**src/common/pll_net_pkg.sv**
```systemverilog
// constants, field layouts and types shared by the pll counter network
package pll_net_pkg;

  // ******************************************************************
  // register map (byte addresses)
  // ******************************************************************
  localparam logic [11:0] CTRL_OFS = 12'h000;
  localparam logic [11:0] STATUS_OFS = 12'h004;
  localparam logic [11:0] PRESCALE_OFS = 12'h008;
  localparam logic [11:0] FEEDBACK_OFS = 12'h00c;
  localparam logic [11:0] OUT_BASE_OFS = 12'h010;
  localparam int unsigned NUM_OUT = 7;

  // ******************************************************************
  // field positions
  // ******************************************************************
  localparam int unsigned CTRL_RUN_BIT = 0;
  localparam int unsigned CTRL_EXTFB_BIT = 1;
  localparam int unsigned STAT_LOCK_BIT = 0;
  localparam int unsigned STAT_CASC_LSB = 8;
  localparam int unsigned STAT_INC_LSB = 16;
  localparam int unsigned DIV_LSB = 0;
  localparam int unsigned FB_TAP_LSB = 16;
  localparam int unsigned OUT_HIGH_LSB = 0;
  localparam int unsigned OUT_LOW_LSB = 8;
  localparam int unsigned OUT_INIT_LSB = 16;
  localparam int unsigned OUT_TAP_LSB = 25;
  localparam int unsigned OUT_BYP_BIT = 28;

  // ******************************************************************
  // widths and reset values
  // ******************************************************************
  localparam int unsigned CNT_W = 9;
  localparam int unsigned HALF_W = 8;
  localparam int unsigned ACC_W = 16;
  localparam int unsigned INC_W = 13;
  localparam logic [12:0] INC_RST = 13'h0400;
  localparam logic [12:0] INC_MAX = 13'h1fff;
  localparam logic [8:0] DIV_M1_RST = 9'h000;
  localparam logic [7:0] HALF_M1_RST = 8'h00;
  localparam logic [8:0] INIT_RST = 9'h001;
  localparam logic [2:0] TAP_RST = 3'h0;
  localparam logic [2:0] STEP_SEL_FB = 3'h7;

  // output divider sequencing, gray along delay -> high -> low
  typedef enum logic [1:0] {
    DIV_DELAY = 2'b00,
    DIV_HIGH = 2'b01,
    DIV_LOW = 2'b11
  } div_phase_t;

  // one output divider's settings
  typedef struct packed {
    logic bypass;
    logic [2:0] tap;
    logic [8:0] init_cnt;
    logic [7:0] low_m1;
    logic [7:0] high_m1;
  } out_cfg_t;

endpackage

```
**src/hdl/pll_counter_network.sv**
```systemverilog
// counter network around a digital loop: prescale, feedback, seven output dividers
//
// Summary of operation
// - output rate ref times M over N*C
// - prescale and feedback divide 1 through 512
// - prescale divider divides frequency, no duty control
// - seven independent output dividers per loop
// - output dividers divide 1 to 512
// - high and low counts each 1 to 256
// - divide ratio equals high plus low count
// - cascaded dividers clock from previous divider
// - cascading fixed at build, not reprogrammable
// - duty step is 100% over divide value
// - any divider that is not cascaded may count any of eight taps
// - fine phase step is one eighth period
// - start delay of initial count minus one
// - runtime phase change only moves tap, unlimited
// - each tap step takes one step clock
// - no spread spectrum generation or detection
// - feedback divider drives out as feedback output
//
// The register addresses and the APB interface to the registers were chosen for this implementation.
`timescale 1ns/100ps
`default_nettype none
module pll_counter_network #(
  // cascade selection fixed in the configuration image; bit i chains output i from i-1
  parameter logic [6:0] CASCADE_MASK = 7'h00
) (
  // clock, reset, enable
  input wire logic ref_clk,
  input wire logic rstn,
  input wire logic ce,
  // apb slave
  input wire logic [11:0] paddr,
  input wire logic psel,
  input wire logic penable,
  input wire logic pwrite,
  input wire logic [31:0] pwdata,
  output logic [31:0] prdata,
  output logic pready,
  output logic pslverr,
  // reference and feedback pins
  input wire logic ref_in,
  input wire logic feedback_in,
  output logic feedback_output,
  // dynamic phase stepping pins
  input wire logic phase_step_clock,
  input wire logic phase_step_up,
  input wire logic [2:0] phase_step_sel,
  // divided clocks to global_clock_net, regional nets or pins
  output logic [6:0] clk_out,
  output logic locked
);

  typedef struct packed {
    logic run;
    logic ext_fb;
    logic [8:0] n_m1;
    logic [8:0] m_m1;
    logic [2:0] m_tap;
    pll_net_pkg::out_cfg_t [6:0] out_cfg;
    logic [15:0] acc;
    logic [2:0] prev_tap;
    logic [12:0] inc;
    logic [8:0] pre_cnt;
    logic [8:0] fb_cnt;
    logic [1:0] fb_seen;
    logic [1:0] in_s1;
    logic [1:0] in_s2;
    logic [1:0] in_s3;
    logic [1:0] in_lvl;
    logic [4:0] step_s1;
    logic [4:0] step_s2;
    logic [4:0] step_s3;
    logic step_lvl;
    logic fb_out;
    logic locked;
    logic [31:0] prdata;
    logic pready;
    logic pslverr;
  } core_state_t;

  // reset image: output dividers at divide-by-two, prescale and feedback at divide-by-one, tap zero, no delay
  function automatic core_state_t core_rst();
    core_state_t r;
    r = '0;
    r.n_m1 = pll_net_pkg::DIV_M1_RST;
    r.m_m1 = pll_net_pkg::DIV_M1_RST;
    r.m_tap = pll_net_pkg::TAP_RST;
    r.inc = pll_net_pkg::INC_RST;
    for (int i = 0; i < 7; i++) begin
      r.out_cfg[i].high_m1 = pll_net_pkg::HALF_M1_RST;
      r.out_cfg[i].low_m1 = pll_net_pkg::HALF_M1_RST;
      r.out_cfg[i].init_cnt = pll_net_pkg::INIT_RST;
      r.out_cfg[i].tap = pll_net_pkg::TAP_RST;
      r.out_cfg[i].bypass = 1'b0;
    end
    return r;
  endfunction

  core_state_t st;
  core_state_t next_st;
  logic [7:0] tap_tick;
  logic [7:0] tap_level;
  logic [6:0] div_out;
  logic [6:0] div_rise;
  logic pre_evt;
  logic step_evt;
  logic [2:0] tap_now;

  // ******************************************************************
  // eight vco phase taps
  // ******************************************************************
  // one vco period is one wrap of the accumulator top bits, so each tap
  // lags the previous by one eighth period; no modulation is ever added
  assign tap_now = st.acc[15:13];
  for (genvar t = 0; t < 8; t++) begin : g_tap
    logic [2:0] tap_dist;
    assign tap_dist = tap_now - 3'(t);
    assign tap_tick[t] = (tap_now != st.prev_tap) && (tap_now == 3'(t));
    assign tap_level[t] = !tap_dist[2];
  end

  // ******************************************************************
  // output dividers
  // ******************************************************************
  for (genvar i = 0; i < 7; i++) begin : g_out
    logic tick_src;
    if (i > 0 && CASCADE_MASK[i]) begin : g_casc
      assign tick_src = div_rise[i-1]; // chained divider counts previous output
    end else begin : g_tap_src
      assign tick_src = tap_tick[st.out_cfg[i].tap];
    end
    out_divider u_div (
      .ref_clk(ref_clk),
      .rstn(rstn),
      .ce(ce),
      .hold(!st.run),
      .tick(tick_src),
      .vco_level(tap_level[st.out_cfg[i].tap]),
      .bypass(st.out_cfg[i].bypass),
      .high_m1(st.out_cfg[i].high_m1),
      .low_m1(st.out_cfg[i].low_m1),
      .init_cnt(st.out_cfg[i].init_cnt),
      .div_out(div_out[i]),
      .div_rise(div_rise[i])
    );
  end

  // ******************************************************************
  // loop, phase stepping and register access
  // ******************************************************************
  always_comb begin
    logic [1:0] in_rise;
    logic fb_evt;
    logic loop_evt;
    logic [1:0] seen;
    logic [2:0] sel;
    logic [3:0] widx;
    logic [11:0] rel;
    in_rise = 2'b00;
    fb_evt = 1'b0;
    loop_evt = 1'b0;
    seen = 2'b00;
    sel = 3'h0;
    widx = 4'h0;
    rel = 12'h000;
    pre_evt = 1'b0;
    step_evt = 1'b0;
    next_st = st;

    // nco stands in for the vco; its rate is trimmed by the loop below
    next_st.acc = st.acc + 16'(st.inc); // fixed step, no spread
    next_st.prev_tap = tap_now;

    // pin synchronisers: an edge counts once stages two and three agree
    next_st.in_s1 = {feedback_in, ref_in};
    next_st.in_s2 = st.in_s1;
    next_st.in_s3 = st.in_s2;
    for (int k = 0; k < 2; k++) begin
      if (st.in_s2[k] == st.in_s3[k]) begin
        next_st.in_lvl[k] = st.in_s3[k];
        in_rise[k] = st.in_s3[k] && !st.in_lvl[k];
      end
    end
    next_st.step_s1 = {phase_step_clock, phase_step_up, phase_step_sel};
    next_st.step_s2 = st.step_s1;
    next_st.step_s3 = st.step_s2;
    if (st.step_s2[4] == st.step_s3[4]) begin
      next_st.step_lvl = st.step_s3[4];
      step_evt = st.step_s3[4] && !st.step_lvl;
    end

    // prescale: a plain event every N reference edges, no duty shaping
    if (in_rise[0]) begin
      if (st.pre_cnt >= st.n_m1) begin
        next_st.pre_cnt = 9'h000;
        pre_evt = 1'b1;
      end else begin
        next_st.pre_cnt = st.pre_cnt + 9'h001;
      end
    end

    // feedback divider counts its own tap; level is near 50% for the pin
    if (tap_tick[st.m_tap]) begin
      if (st.fb_cnt >= st.m_m1) begin
        next_st.fb_cnt = 9'h000;
        fb_evt = 1'b1;
      end else begin
        next_st.fb_cnt = st.fb_cnt + 9'h001;
      end
    end
    next_st.fb_out = (st.m_m1 == 9'h000) ? tap_level[st.m_tap] : (next_st.fb_cnt <= (st.m_m1 >> 1));

    // in external mode the loop closes through the returning pin
    loop_evt = st.ext_fb ? in_rise[1] : fb_evt;
    seen = (loop_evt && st.fb_seen != 2'h3) ? st.fb_seen + 2'h1 : st.fb_seen;
    next_st.fb_seen = seen;
    if (pre_evt) begin
      // a feedback event in the closing cycle still counts in this compare; the clear of fb_seen wins
      next_st.fb_seen = 2'h0;
      next_st.locked = (seen == 2'h1);
      if (seen == 2'h0 && st.inc != pll_net_pkg::INC_MAX) begin
        next_st.inc = st.inc + 13'h0001;
      end else if (seen >= 2'h2 && st.inc > 13'h0001) begin
        next_st.inc = st.inc - 13'h0001;
      end
    end

    // apb: one wait state, data and error latched with pready
    next_st.pready = psel && penable && !st.pready;
    if (psel && penable && !st.pready) begin
      next_st.prdata = 32'h0000_0000;
      next_st.pslverr = 1'b0;
      rel = paddr - pll_net_pkg::OUT_BASE_OFS;
      if (paddr == pll_net_pkg::CTRL_OFS) begin
        next_st.prdata[pll_net_pkg::CTRL_RUN_BIT] = st.run;
        next_st.prdata[pll_net_pkg::CTRL_EXTFB_BIT] = st.ext_fb;
      end else if (paddr == pll_net_pkg::STATUS_OFS) begin
        next_st.prdata[pll_net_pkg::STAT_LOCK_BIT] = st.locked;
        next_st.prdata[pll_net_pkg::STAT_CASC_LSB +: 7] = CASCADE_MASK;
        next_st.prdata[pll_net_pkg::STAT_INC_LSB +: pll_net_pkg::INC_W] = st.inc;
      end else if (paddr == pll_net_pkg::PRESCALE_OFS) begin
        next_st.prdata[pll_net_pkg::DIV_LSB +: pll_net_pkg::CNT_W] = st.n_m1;
      end else if (paddr == pll_net_pkg::FEEDBACK_OFS) begin
        next_st.prdata[pll_net_pkg::DIV_LSB +: pll_net_pkg::CNT_W] = st.m_m1;
        next_st.prdata[pll_net_pkg::FB_TAP_LSB +: 3] = st.m_tap;
      end else if (paddr >= pll_net_pkg::OUT_BASE_OFS && rel[1:0] == 2'b00 && rel[11:2] < 10'd7) begin
        next_st.prdata[28:0] = st.out_cfg[rel[4:2]];
      end else begin
        next_st.pslverr = 1'b1;
      end
    end
    if (psel && penable && st.pready && pwrite && !st.pslverr) begin
      rel = paddr - pll_net_pkg::OUT_BASE_OFS;
      widx = {1'b0, rel[4:2]};
      if (paddr == pll_net_pkg::CTRL_OFS) begin
        next_st.run = pwdata[pll_net_pkg::CTRL_RUN_BIT];
        next_st.ext_fb = pwdata[pll_net_pkg::CTRL_EXTFB_BIT];
      end else if (paddr == pll_net_pkg::PRESCALE_OFS) begin
        next_st.n_m1 = pwdata[pll_net_pkg::DIV_LSB +: pll_net_pkg::CNT_W];
      end else if (paddr == pll_net_pkg::FEEDBACK_OFS) begin
        next_st.m_m1 = pwdata[pll_net_pkg::DIV_LSB +: pll_net_pkg::CNT_W];
        next_st.m_tap = pwdata[pll_net_pkg::FB_TAP_LSB +: 3];
      end else if (paddr >= pll_net_pkg::OUT_BASE_OFS && widx < 4'd7) begin
        // duty resolution is one vco period over the divide value
        next_st.out_cfg[widx[2:0]].high_m1 = pwdata[pll_net_pkg::OUT_HIGH_LSB +: pll_net_pkg::HALF_W];
        next_st.out_cfg[widx[2:0]].low_m1 = pwdata[pll_net_pkg::OUT_LOW_LSB +: pll_net_pkg::HALF_W];
        next_st.out_cfg[widx[2:0]].init_cnt = pwdata[pll_net_pkg::OUT_INIT_LSB +: pll_net_pkg::CNT_W];
        next_st.out_cfg[widx[2:0]].tap = pwdata[pll_net_pkg::OUT_TAP_LSB +: 3];
        next_st.out_cfg[widx[2:0]].bypass = pwdata[pll_net_pkg::OUT_BYP_BIT];
      end
    end

    // a phase step only moves a tap; it wins over a same-cycle write
    if (step_evt) begin
      sel = st.step_s3[2:0];
      if (sel == pll_net_pkg::STEP_SEL_FB) begin
        next_st.m_tap = st.step_s3[3] ? st.m_tap + 3'h1 : st.m_tap - 3'h1;
      end else begin
        next_st.out_cfg[sel].tap = st.step_s3[3] ? st.out_cfg[sel].tap + 3'h1 : st.out_cfg[sel].tap - 3'h1;
      end
    end
  end

  // state register, frozen while ce is low
  always_ff @(posedge ref_clk) begin
    if (!rstn) begin
      st <= core_rst();
    end else if (ce) begin
      st <= next_st;
    end
  end

  assign prdata = st.prdata;
  assign pready = st.pready;
  assign pslverr = st.pslverr;
  assign feedback_output = st.fb_out;
  assign locked = st.locked;
  assign clk_out = div_out;

  // ******************************************************************
  // checks
  // ******************************************************************
  a_tap_single: assert property (@(posedge ref_clk) disable iff (!rstn) $onehot0(tap_tick))
    else $error("more than one vco tap fired at once");

  a_prescale_wrap: assert property (@(posedge ref_clk) disable iff (!rstn)
    (ce && in_rise_chk() && st.pre_cnt >= st.n_m1) |=> (st.pre_cnt == 9'h000))
    else $error("prescale counter did not wrap at its setting");

  a_fb_wrap: assert property (@(posedge ref_clk) disable iff (!rstn)
    (ce && tap_tick[st.m_tap] && st.fb_cnt >= st.m_m1) |=> (st.fb_cnt == 9'h000))
    else $error("feedback counter did not wrap at its setting");

  a_inc_floor: assert property (@(posedge ref_clk) disable iff (!rstn) st.inc != 13'h0000)
    else $error("loop rate fell to zero");

  a_lock_cause: assert property (@(posedge ref_clk) disable iff (!rstn)
    $rose(st.locked) |-> $past(pre_evt))
    else $error("lock changed outside a compare window");

  a_step_up: assert property (@(posedge ref_clk) disable iff (!rstn)
    (ce && step_evt && st.step_s3[3] && st.step_s3[2:0] == 3'h7) |=> (st.m_tap == $past(st.m_tap) + 3'h1))
    else $error("feedback tap did not advance on a phase step");

  a_ready_pulse: assert property (@(posedge ref_clk) disable iff (!rstn)
    (ce && st.pready) |=> !st.pready)
    else $error("pready held for more than one cycle");

  // helper for the prescale check: same edge qualification as the logic
  function automatic logic in_rise_chk();
    return (st.in_s2[0] == st.in_s3[0]) && st.in_s3[0] && !st.in_lvl[0];
  endfunction

endmodule
`default_nettype wire

```
**src/hdl/out_divider.sv**
```systemverilog
// one post-scale output divider: start delay, high count, low count
`timescale 1ns/100ps
`default_nettype none
module out_divider (
  // clock, reset, enable
  input wire logic ref_clk,
  input wire logic rstn,
  input wire logic ce,
  // control
  input wire logic hold,
  input wire logic tick,
  input wire logic vco_level,
  input wire logic bypass,
  input wire logic [7:0] high_m1,
  input wire logic [7:0] low_m1,
  input wire logic [8:0] init_cnt,
  // divided clock
  output logic div_out,
  output logic div_rise
);

  typedef struct packed {
    pll_net_pkg::div_phase_t phase;
    logic [8:0] cnt;
    logic out;
    logic rise;
  } div_state_t;

  div_state_t st;
  div_state_t next_st;

  // ******************************************************************
  // sequencing
  // ******************************************************************
  // counts are loaded minus one so that a setting of 1 lasts one tick
  always_comb begin
    next_st = st;
    next_st.rise = 1'b0;
    if (hold) begin
      // an init count of zero is treated as one: no coarse delay
      next_st.phase = pll_net_pkg::DIV_DELAY;
      next_st.cnt = (init_cnt == 9'h000) ? 9'h000 : init_cnt - 9'h001;
      next_st.out = 1'b0;
    end else if (bypass) begin
      next_st.out = vco_level; // divide by one follows the tap itself
      next_st.rise = tick;
    end else if (tick) begin
      if (st.cnt != 9'h000) begin
        next_st.cnt = st.cnt - 9'h001;
      end else begin
        case (st.phase)
          pll_net_pkg::DIV_DELAY, pll_net_pkg::DIV_LOW: begin
            next_st.phase = pll_net_pkg::DIV_HIGH;
            next_st.cnt = {1'b0, high_m1};
            next_st.out = 1'b1;
            next_st.rise = 1'b1;
          end
          pll_net_pkg::DIV_HIGH: begin
            next_st.phase = pll_net_pkg::DIV_LOW; // period is high plus low
            next_st.cnt = {1'b0, low_m1};
            next_st.out = 1'b0;
          end
          default: begin
            next_st.phase = pll_net_pkg::DIV_DELAY;
            next_st.cnt = 9'h000;
            next_st.out = 1'b0;
          end
        endcase
      end
    end
  end

  // state register, frozen while ce is low
  always_ff @(posedge ref_clk) begin
    if (!rstn) begin
      st <= '0;
    end else if (ce) begin
      st <= next_st;
    end
  end

  assign div_out = st.out;
  assign div_rise = st.rise;

  // ******************************************************************
  // checks
  // ******************************************************************
  a_delay_quiet: assert property (@(posedge ref_clk) disable iff (!rstn)
    (st.phase == pll_net_pkg::DIV_DELAY && !$past(bypass)) |-> !st.out)
    else $error("divider output high during start delay");

  a_high_ends: assert property (@(posedge ref_clk) disable iff (!rstn)
    (ce && tick && !hold && !bypass && st.phase == pll_net_pkg::DIV_HIGH && st.cnt == 9'h000)
    |=> (st.phase == pll_net_pkg::DIV_LOW && !st.out && st.cnt == {1'b0, $past(low_m1)}))
    else $error("high time did not hand over to low time");

  a_rise_high: assert property (@(posedge ref_clk) disable iff (!rstn)
    (st.rise && !$past(bypass)) |-> st.out)
    else $error("rise pulse without high output");

endmodule
`default_nettype wire

```
**config.mk**
```make
export PLATFORM = sky130hd
export DESIGN_NAME = pll_counter_network
export DESIGN_NICKNAME = d
export VERILOG_FILES = /design/src/common/pll_net_pkg.sv /design/src/hdl/pll_counter_network.sv /design/src/hdl/out_divider.sv
export SDC_FILE = /design/constraint.sdc
export NUM_CORES = 1
export LEC_CHECK = 0
export BUFFER_PORTS_ARGS = -buffer_cell sky130_fd_sc_hd__buf_4
export CORE_ASPECT_RATIO = 0.5
export CORE_MARGIN = 10
export CORE_UTILIZATION = 50
export CTS_CLUSTER_DIAMETER = 30
export DETAILED_ROUTE_END_ITERATION = 7
export PLACE_DENSITY = 0.76
export SYNTH_ARGS = -nofsm -noshare
export SYNTH_HDL_FRONTEND = slang
export SYNTH_SLANG_ARGS = --single-unit
```
**constraint.sdc**
```tcl
create_clock -name ref_clk -period 11.9 [get_ports ref_clk]
set_input_delay 1.785 -clock ref_clk [delete_from_list [all_inputs] [get_ports ref_clk]]
set_output_delay 1.785 -clock ref_clk [all_outputs]
set_load 0.01 [all_outputs]
```
==> metrics.yaml, run 1 <==
wl_per_cell_um: 21.6
outcome: "finished, final reports clean"
power_density_nw_per_um2: 135
timing.critical_path.required_ns: 12.40
hold-worst-slack_ns: 0.457
p_leak_nw: 9.99
route.vias.total: 24300
grt_pass1_vias: 22600
hold_viol: 0
syn_avg_cell_area_um2: 7.69
core_area_um2: 48700
clock_latency_ns: 0.59
grt_overflow: 0
synth_cell_types: 74
antenna_found_initial: 4
cts_buffers: 70
multiInputGateArea_um2: 14900
port_buffers: 93
fp.dieH_um: 177
cts_setup_buffers: 0
crit_arrival_ns: 6.16
via_per_inst: 6.30
initial_core_util_pct: 50.8
post-route-drc-count: 0
crit_fanout: 54
cp-start-kind: "primary input"
tightest_slew_ns: 1.32
syn_to_final_growth_pct: 12.0
seq_area_frac_synth_pct: 33.9
ios: 100
crit_path_start: "paddr[4]"
ir_drop_mv: 0.0951
cts_hold_buf: 0
synth_edf_count: 0
htreeDepth: 3
period_needed_ns: 5.65
max_stage_delay_ns: 1.09
timing.fmax_ghz: 0.177
crit_type: "in2reg"
reg2reg_setup_slack_ns: 6.84
die_width_um: 335
max-slew-margin-rel_pct: 12.2
grt_pass1_wl_mm: 127
setup_violations: 0
regArea_um2: 8390
critical_path.slowest_cell: "nor2_2"
grt_start_max_net_pins: 98
r2r_cells: 9
crit_top_cell: "nand2_1"
r2r-start: "next_st[95]"
clkSlewWorstSetupHoldPaths_ns: 0.05
drv_slew: 0
cts_tree: "yes"
routed_wl_mm: 83.3
fillers: 4385
clock_skew_ns: 0.0194
hold_start: "g_out[2].u_div.st[10]"
synthArstFlopShare_pct: 0
gp_congestion: 1.00
drv_cap: 0
ys_seq_elements: 419
clkSinkCount: 419
path_cells: "buf_4 -> inv_1 -> ha_1 -> nand3_1 -> o21ai_1 -> nor3_1 -> nand2_1 -> nor2_2 -> nand2_1 -> a21oi_1"
layout.nets: 3299
critPathCaptureType: "register"
r2r-end: "st[86]"
period_share_pct: 47.5
fp.dieArea_um2: 59300
tns_ns: 0
grt_util_all_layers_pct: 26.7
drt_pre_antenna_iters: 6
yosysWarnings: 0
min_path_type: "reg2reg"
drt_iter0_drc: 3391
clock-root-buffer: "clkbuf_16"
clockBufferDepth: 3
num_rows: 57
synth_ff_type: "dfxtp_1"
ctsResizeCount: 0
place_hpwl_mm: 56.8
syn_inst: 3217
rsz0062_at_grt: "false"
layout-drive-gt1-share_pct: 10.0
synth_area_um2: 24800
ant_nets: 0
Yosys cell counts, types with 9 or more instances:
library cell	number	area, um2
clkbuf_1	171	642
o31ai_1	21	158
ha_1	80	1000
o21ai_1	11	55.1
o21ai_0	166	831
mux4_2	38	856
mux2_2	15	169
o211ai_1	32	240
inv_1	109	409
a21oi_1	336	1680
nor4b_1	12	105
and2_1	12	75.1
nand2b_1	38	238
nand4_1	21	131
mux2i_1	121	1210
dfxtp_1	419	8390
nor4_1	25	156
or3_1	31	194
xor2_1	42	368
xnor2_1	63	552
o21a_1	10	75.1
a221oi_1	16	140
nor2_1	340	1280
a31oi_1	12	75.1
nor2b_1	9	56.3
nor3_1	114	571
buf_4	42	315
a22oi_1	66	495
a211oi_1	21	158
nand2_1	550	2060
buf_1	26	97.6
nand3_1	49	245
o22ai_1	54	338
or4_1	13	97.6
how the worst min path moves through the flow:
stage	cells after the start	slack [ns]	to
after floorplan	2	0.43	g_out[2].u_div.st[10]
after global placement	2	0.44	g_out[4].u_div.st[10]
after detailed placement	2	0.45	g_out[2].u_div.st[10]
after CTS	2	0.45	g_out[2].u_div.st[10]
after global routing	2	0.47	g_out[2].u_div.st[10]
final	2	0.46	g_out[2].u_div.st[10]
final cells by class:
type	instances	area share, %
antenna	1	0.00903
clock buffer	85	6.93
clock inverter	41	1.51
inverter	111	1.53
multi-input combinational	2441	53.7
sequential	419	30.3
tap	649	2.93
timing repair buffer	116	3.14
worst max-delay path, delay by kind of cell:
family,cells,cell delay [ns]
AO/OA/AOI/OAI,2,0.43
adder cells (fa/ha/maj),1,0.37
buffers and inverters,2,0.85
AND/OR/NAND/NOR,5,2.70
stage by stage:
step	setup WS [ns]	std cells	power, mW	cell area [um2]	util (%)
final	6.25	3863	3.73	27700	56.9
after global routing	6.15	3862	3.83	27700	56.9
after CTS	6.52	3862	3.73	27700	56.9
after detailed placement	6.00	3736	1.73	25400	52.1
after global placement	6.12	3736	1.72	25400	52.1
after floorplan	7.40	3219	1.64	24800	-
cell usage in the layout, fill, tap and decap left out, types with 42 or more instances in the layout:
master	Yosys	final
nand2_1	550	550
dfxtp_1	419	419
a21oi_1	336	336
nor2_1	340	333
o21ai_0	166	165
mux2i_1	121	121
buf_4	42	116
nor3_1	114	110
inv_1	109	109
ha_1	80	80
clkbuf_16	0	71
a22oi_1	66	66
xnor2_1	63	63
o22ai_1	54	54
nand3_1	49	49
xor2_1	42	42
cells by family (layout without fill, tap and decap cells):
kind of cell,count (synthesis),after routing,synth area share (%)
compound gates,816,816,19.8
xor+xnor,107,107,3.85
fa+ha+maj,83,83,4.29
buf+inv,359,353,6.20
flops,419,419,33.9
mux,183,183,9.85
other cells,1,4,0.0152
simple gates,1249,1249,22.1
power breakdown:
part	leakage (nW)	internal, mW	switching [mW]
registers	3.39	1.42	0.0144
clock network	1.15	1.24	0.782
logic	5.46	0.0903	0.183
total	9.99	2.75	0.979
metal layers:
layer / GRT usage (%) / routed length, um / vias to the layer above
met5: 0 / 34 / -
met4: 12.7 / 4070 / 6
met3: 6.38 / 9580 / 290
met2: 42.4 / 36800 / 1324
met1: 34.1 / 32800 / 11500
li1: - / - / 11200
No activity file was read; power rests on OpenSTA's default activity.
==> run 2, diff against run 1 <==
- clock period: 11.9 -> 5.4 ns (I/O delays scaled with it)
==> metrics.yaml, run 2 (synthesis results as in run 1) <==
gp_congestion: 0.970  # was 1.00
core_area_um2: 48700  # unchanged
die_width_um: 335  # unchanged
drt_pre_antenna_iters: 6  # unchanged
crit_fanout: 13  # was 54
whs_path_depth: 3  # was 2
layout_commonest_cell: "nand2_1"  # unchanged
hold_viol: 0  # unchanged
reg2reg_setup_slack_ns: 1.09  # was 6.84 ns
setup_violations: 0  # unchanged
clock_latency_ns: 0.61  # was 0.59 ns
fp.dieArea_um2: 59300  # unchanged
min_path_type: "in2reg"  # was reg2reg
place_hpwl_mm: 57.2  # was 56.8 mm
drt_iter0_drc: 3080  # was 3,391
final-instance-count-excl-fill: 3876  # was 3,863
max-slew-margin-rel_pct: 17.4  # was 12.2%
htreeDepth: 3  # unchanged
p_leak_nw: 10.1  # was 9.99 nW
ant_nets: 0  # unchanged
period_share_pct: 79.9
routed_wl_mm: 82.8  # was 83.3 mm
drv_cap: 0  # unchanged
cts_buffers: 67  # was 70
ir_drop_mv: 0.164  # was 0.0951 mV
critPathCaptureType: "register"  # unchanged
clockBufferDepth: 3  # unchanged
timing.fmax_ghz: 0.232
cp-start-kind: "register"  # was primary input
grt_util_all_layers_pct: 26.8  # was 26.7%
fp.dieH_um: 177  # unchanged
outcome: "finished, final reports clean"  # unchanged
antenna_found_initial: 0  # was 4
cts_tree: "yes"  # unchanged
tightest_slew_ns: 1.24  # was 1.32 ns
timing.critical_path.required_ns: 5.88  # was 12.40 ns
ios: 100  # unchanged
hold_start: "phase_step_sel[1]"  # was g_out[2].u_div.st[10]
rsz0062_at_grt: "false"  # unchanged
clock-root-buffer: "clkbuf_16"  # unchanged
ctsResizeCount: 0  # unchanged
cts_hold_buf: 0  # unchanged
post-route-drc-count: 0  # unchanged
place_inst: 3758  # was 3,736
route.vias.total: 24300  # about the same
utilization_pct: 57.2  # was 56.9%
crit_type: "reg2reg"  # was in2reg
syn_to_final_growth_pct: 12.5  # was 12.0%
grt_pass1_wl_mm: 127  # about the same
initial_core_util_pct: 50.8  # unchanged
r2r-start: "next_st[94]"  # was next_st[95]
clkSlewWorstSetupHoldPaths_ns: 0.05  # about the same
via_per_inst: 6.27  # was 6.30
num_rows: 57  # unchanged
power_density_nw_per_um2: 295  # was 135 nW/um2
wl_per_cell_um: 21.4  # was 21.6 um
drv_slew: 0  # unchanged
holdPathEnd: "next_st[43]"  # was g_out[2].u_div.st[10]
period_needed_ns: 4.31
clock_skew_ns: 0.0346  # was 0.0194 ns
r2r-end: "feedback_output"  # was st[86]
grt_overflow: 0  # unchanged
tns_ns: 0  # unchanged
totalPowerFinal_mw: 8.20  # was 3.73 mW
grt_start_max_net_pins: 129  # was 98
port_buffers: 93  # unchanged
final_cell_mix: "550 x nand2_1, 419 x dfxtp_1, 336 x a21oi_1"  # unchanged
layout.nets: 3318  # was 3,299
r2r_cells: 19  # was 9
layout-drive-gt1-share_pct: 10.4  # was 10.0%
crit_arrival_ns: 4.80  # was 6.16 ns
clkSinkCount: 419  # unchanged
cts_setup_buffers: 0  # unchanged
grt_pass1_vias: 22800  # was 22,600
run 2: through the flow:
| stage | hold WS (ns) | cell area, um2 | setup slack, ns |
|---|---|---|---|
| floorplan | 0.430 | 24800 | 1.62 |
| finish | 0.443 | 27800 | 1.09 |
| global route | 0.467 | 27800 | 0.749 |
| CTS | 0.434 | 27800 | 1.09 |
| detailed placement | 0.452 | 25500 | 1.12 |
| global placement | 0.443 | 25500 | 1.24 |
run 2: worst max path at each step:
stage	cells past startpoint	from	to
2_1_floorplan	18	next_st[94]	feedback_output
3_3_place_gp	9	paddr[4]	prdata[15]
3_5_place_dp	19	next_st[94]	feedback_output
4_1_cts	19	next_st[94]	feedback_output
5_1_grt	19	next_st[94]	feedback_output
6_report	19	next_st[94]	feedback_output
run 2: metal layers:
layer / GRT usage, % / up-vias / wire, um
met4: 13.8 / 0 / 4250
met2: 41.9 / 1219 / 36600
met5: 0 / - / 0
met1: 34.1 / 11500 / 32800
met3: 6.61 / 272 / 9150
li1: - / 11300 / -
run 2: area by class of cell:
type / instances / area, um2
repair buffers: 138 / 1050
fillers: 4413 / 20900
inverters: 111 / 424
clock inverters: 37 / 480
multi-input cells: 2441 / 14900
flip-flops and latches: 419 / 8390
clock buffers: 80 / 1820
diodes: 1 / 2.50
well taps: 649 / 812
run 2: critical path, stage by stage (launching register included):
cell,delay (ns)
dfxtp_1,0.61
inv_1,0.18
ha_1,0.23
inv_1,0.05
a311oi_1,0.05
buf_4,0.19
mux4_2,0.47
mux2i_1,0.36
nand2_1,0.09
o31ai_1,0.12
ha_1,0.32
nor2b_1,0.13
o21a_1,0.16
o21a_1,0.17
o21a_1,0.16
o21a_1,0.17
o21a_1,0.16
o21a_1,0.16
o22a_1,0.20
o41ai_1,0.22
run 2: power breakdown:
part / internal, mW / leakage, nW / switching [mW]
sequential: 3.13 / 3.39 / 0.0316
combinational: 0.203 / 5.57 / 0.400
clock: 2.78 / 1.13 / 1.66
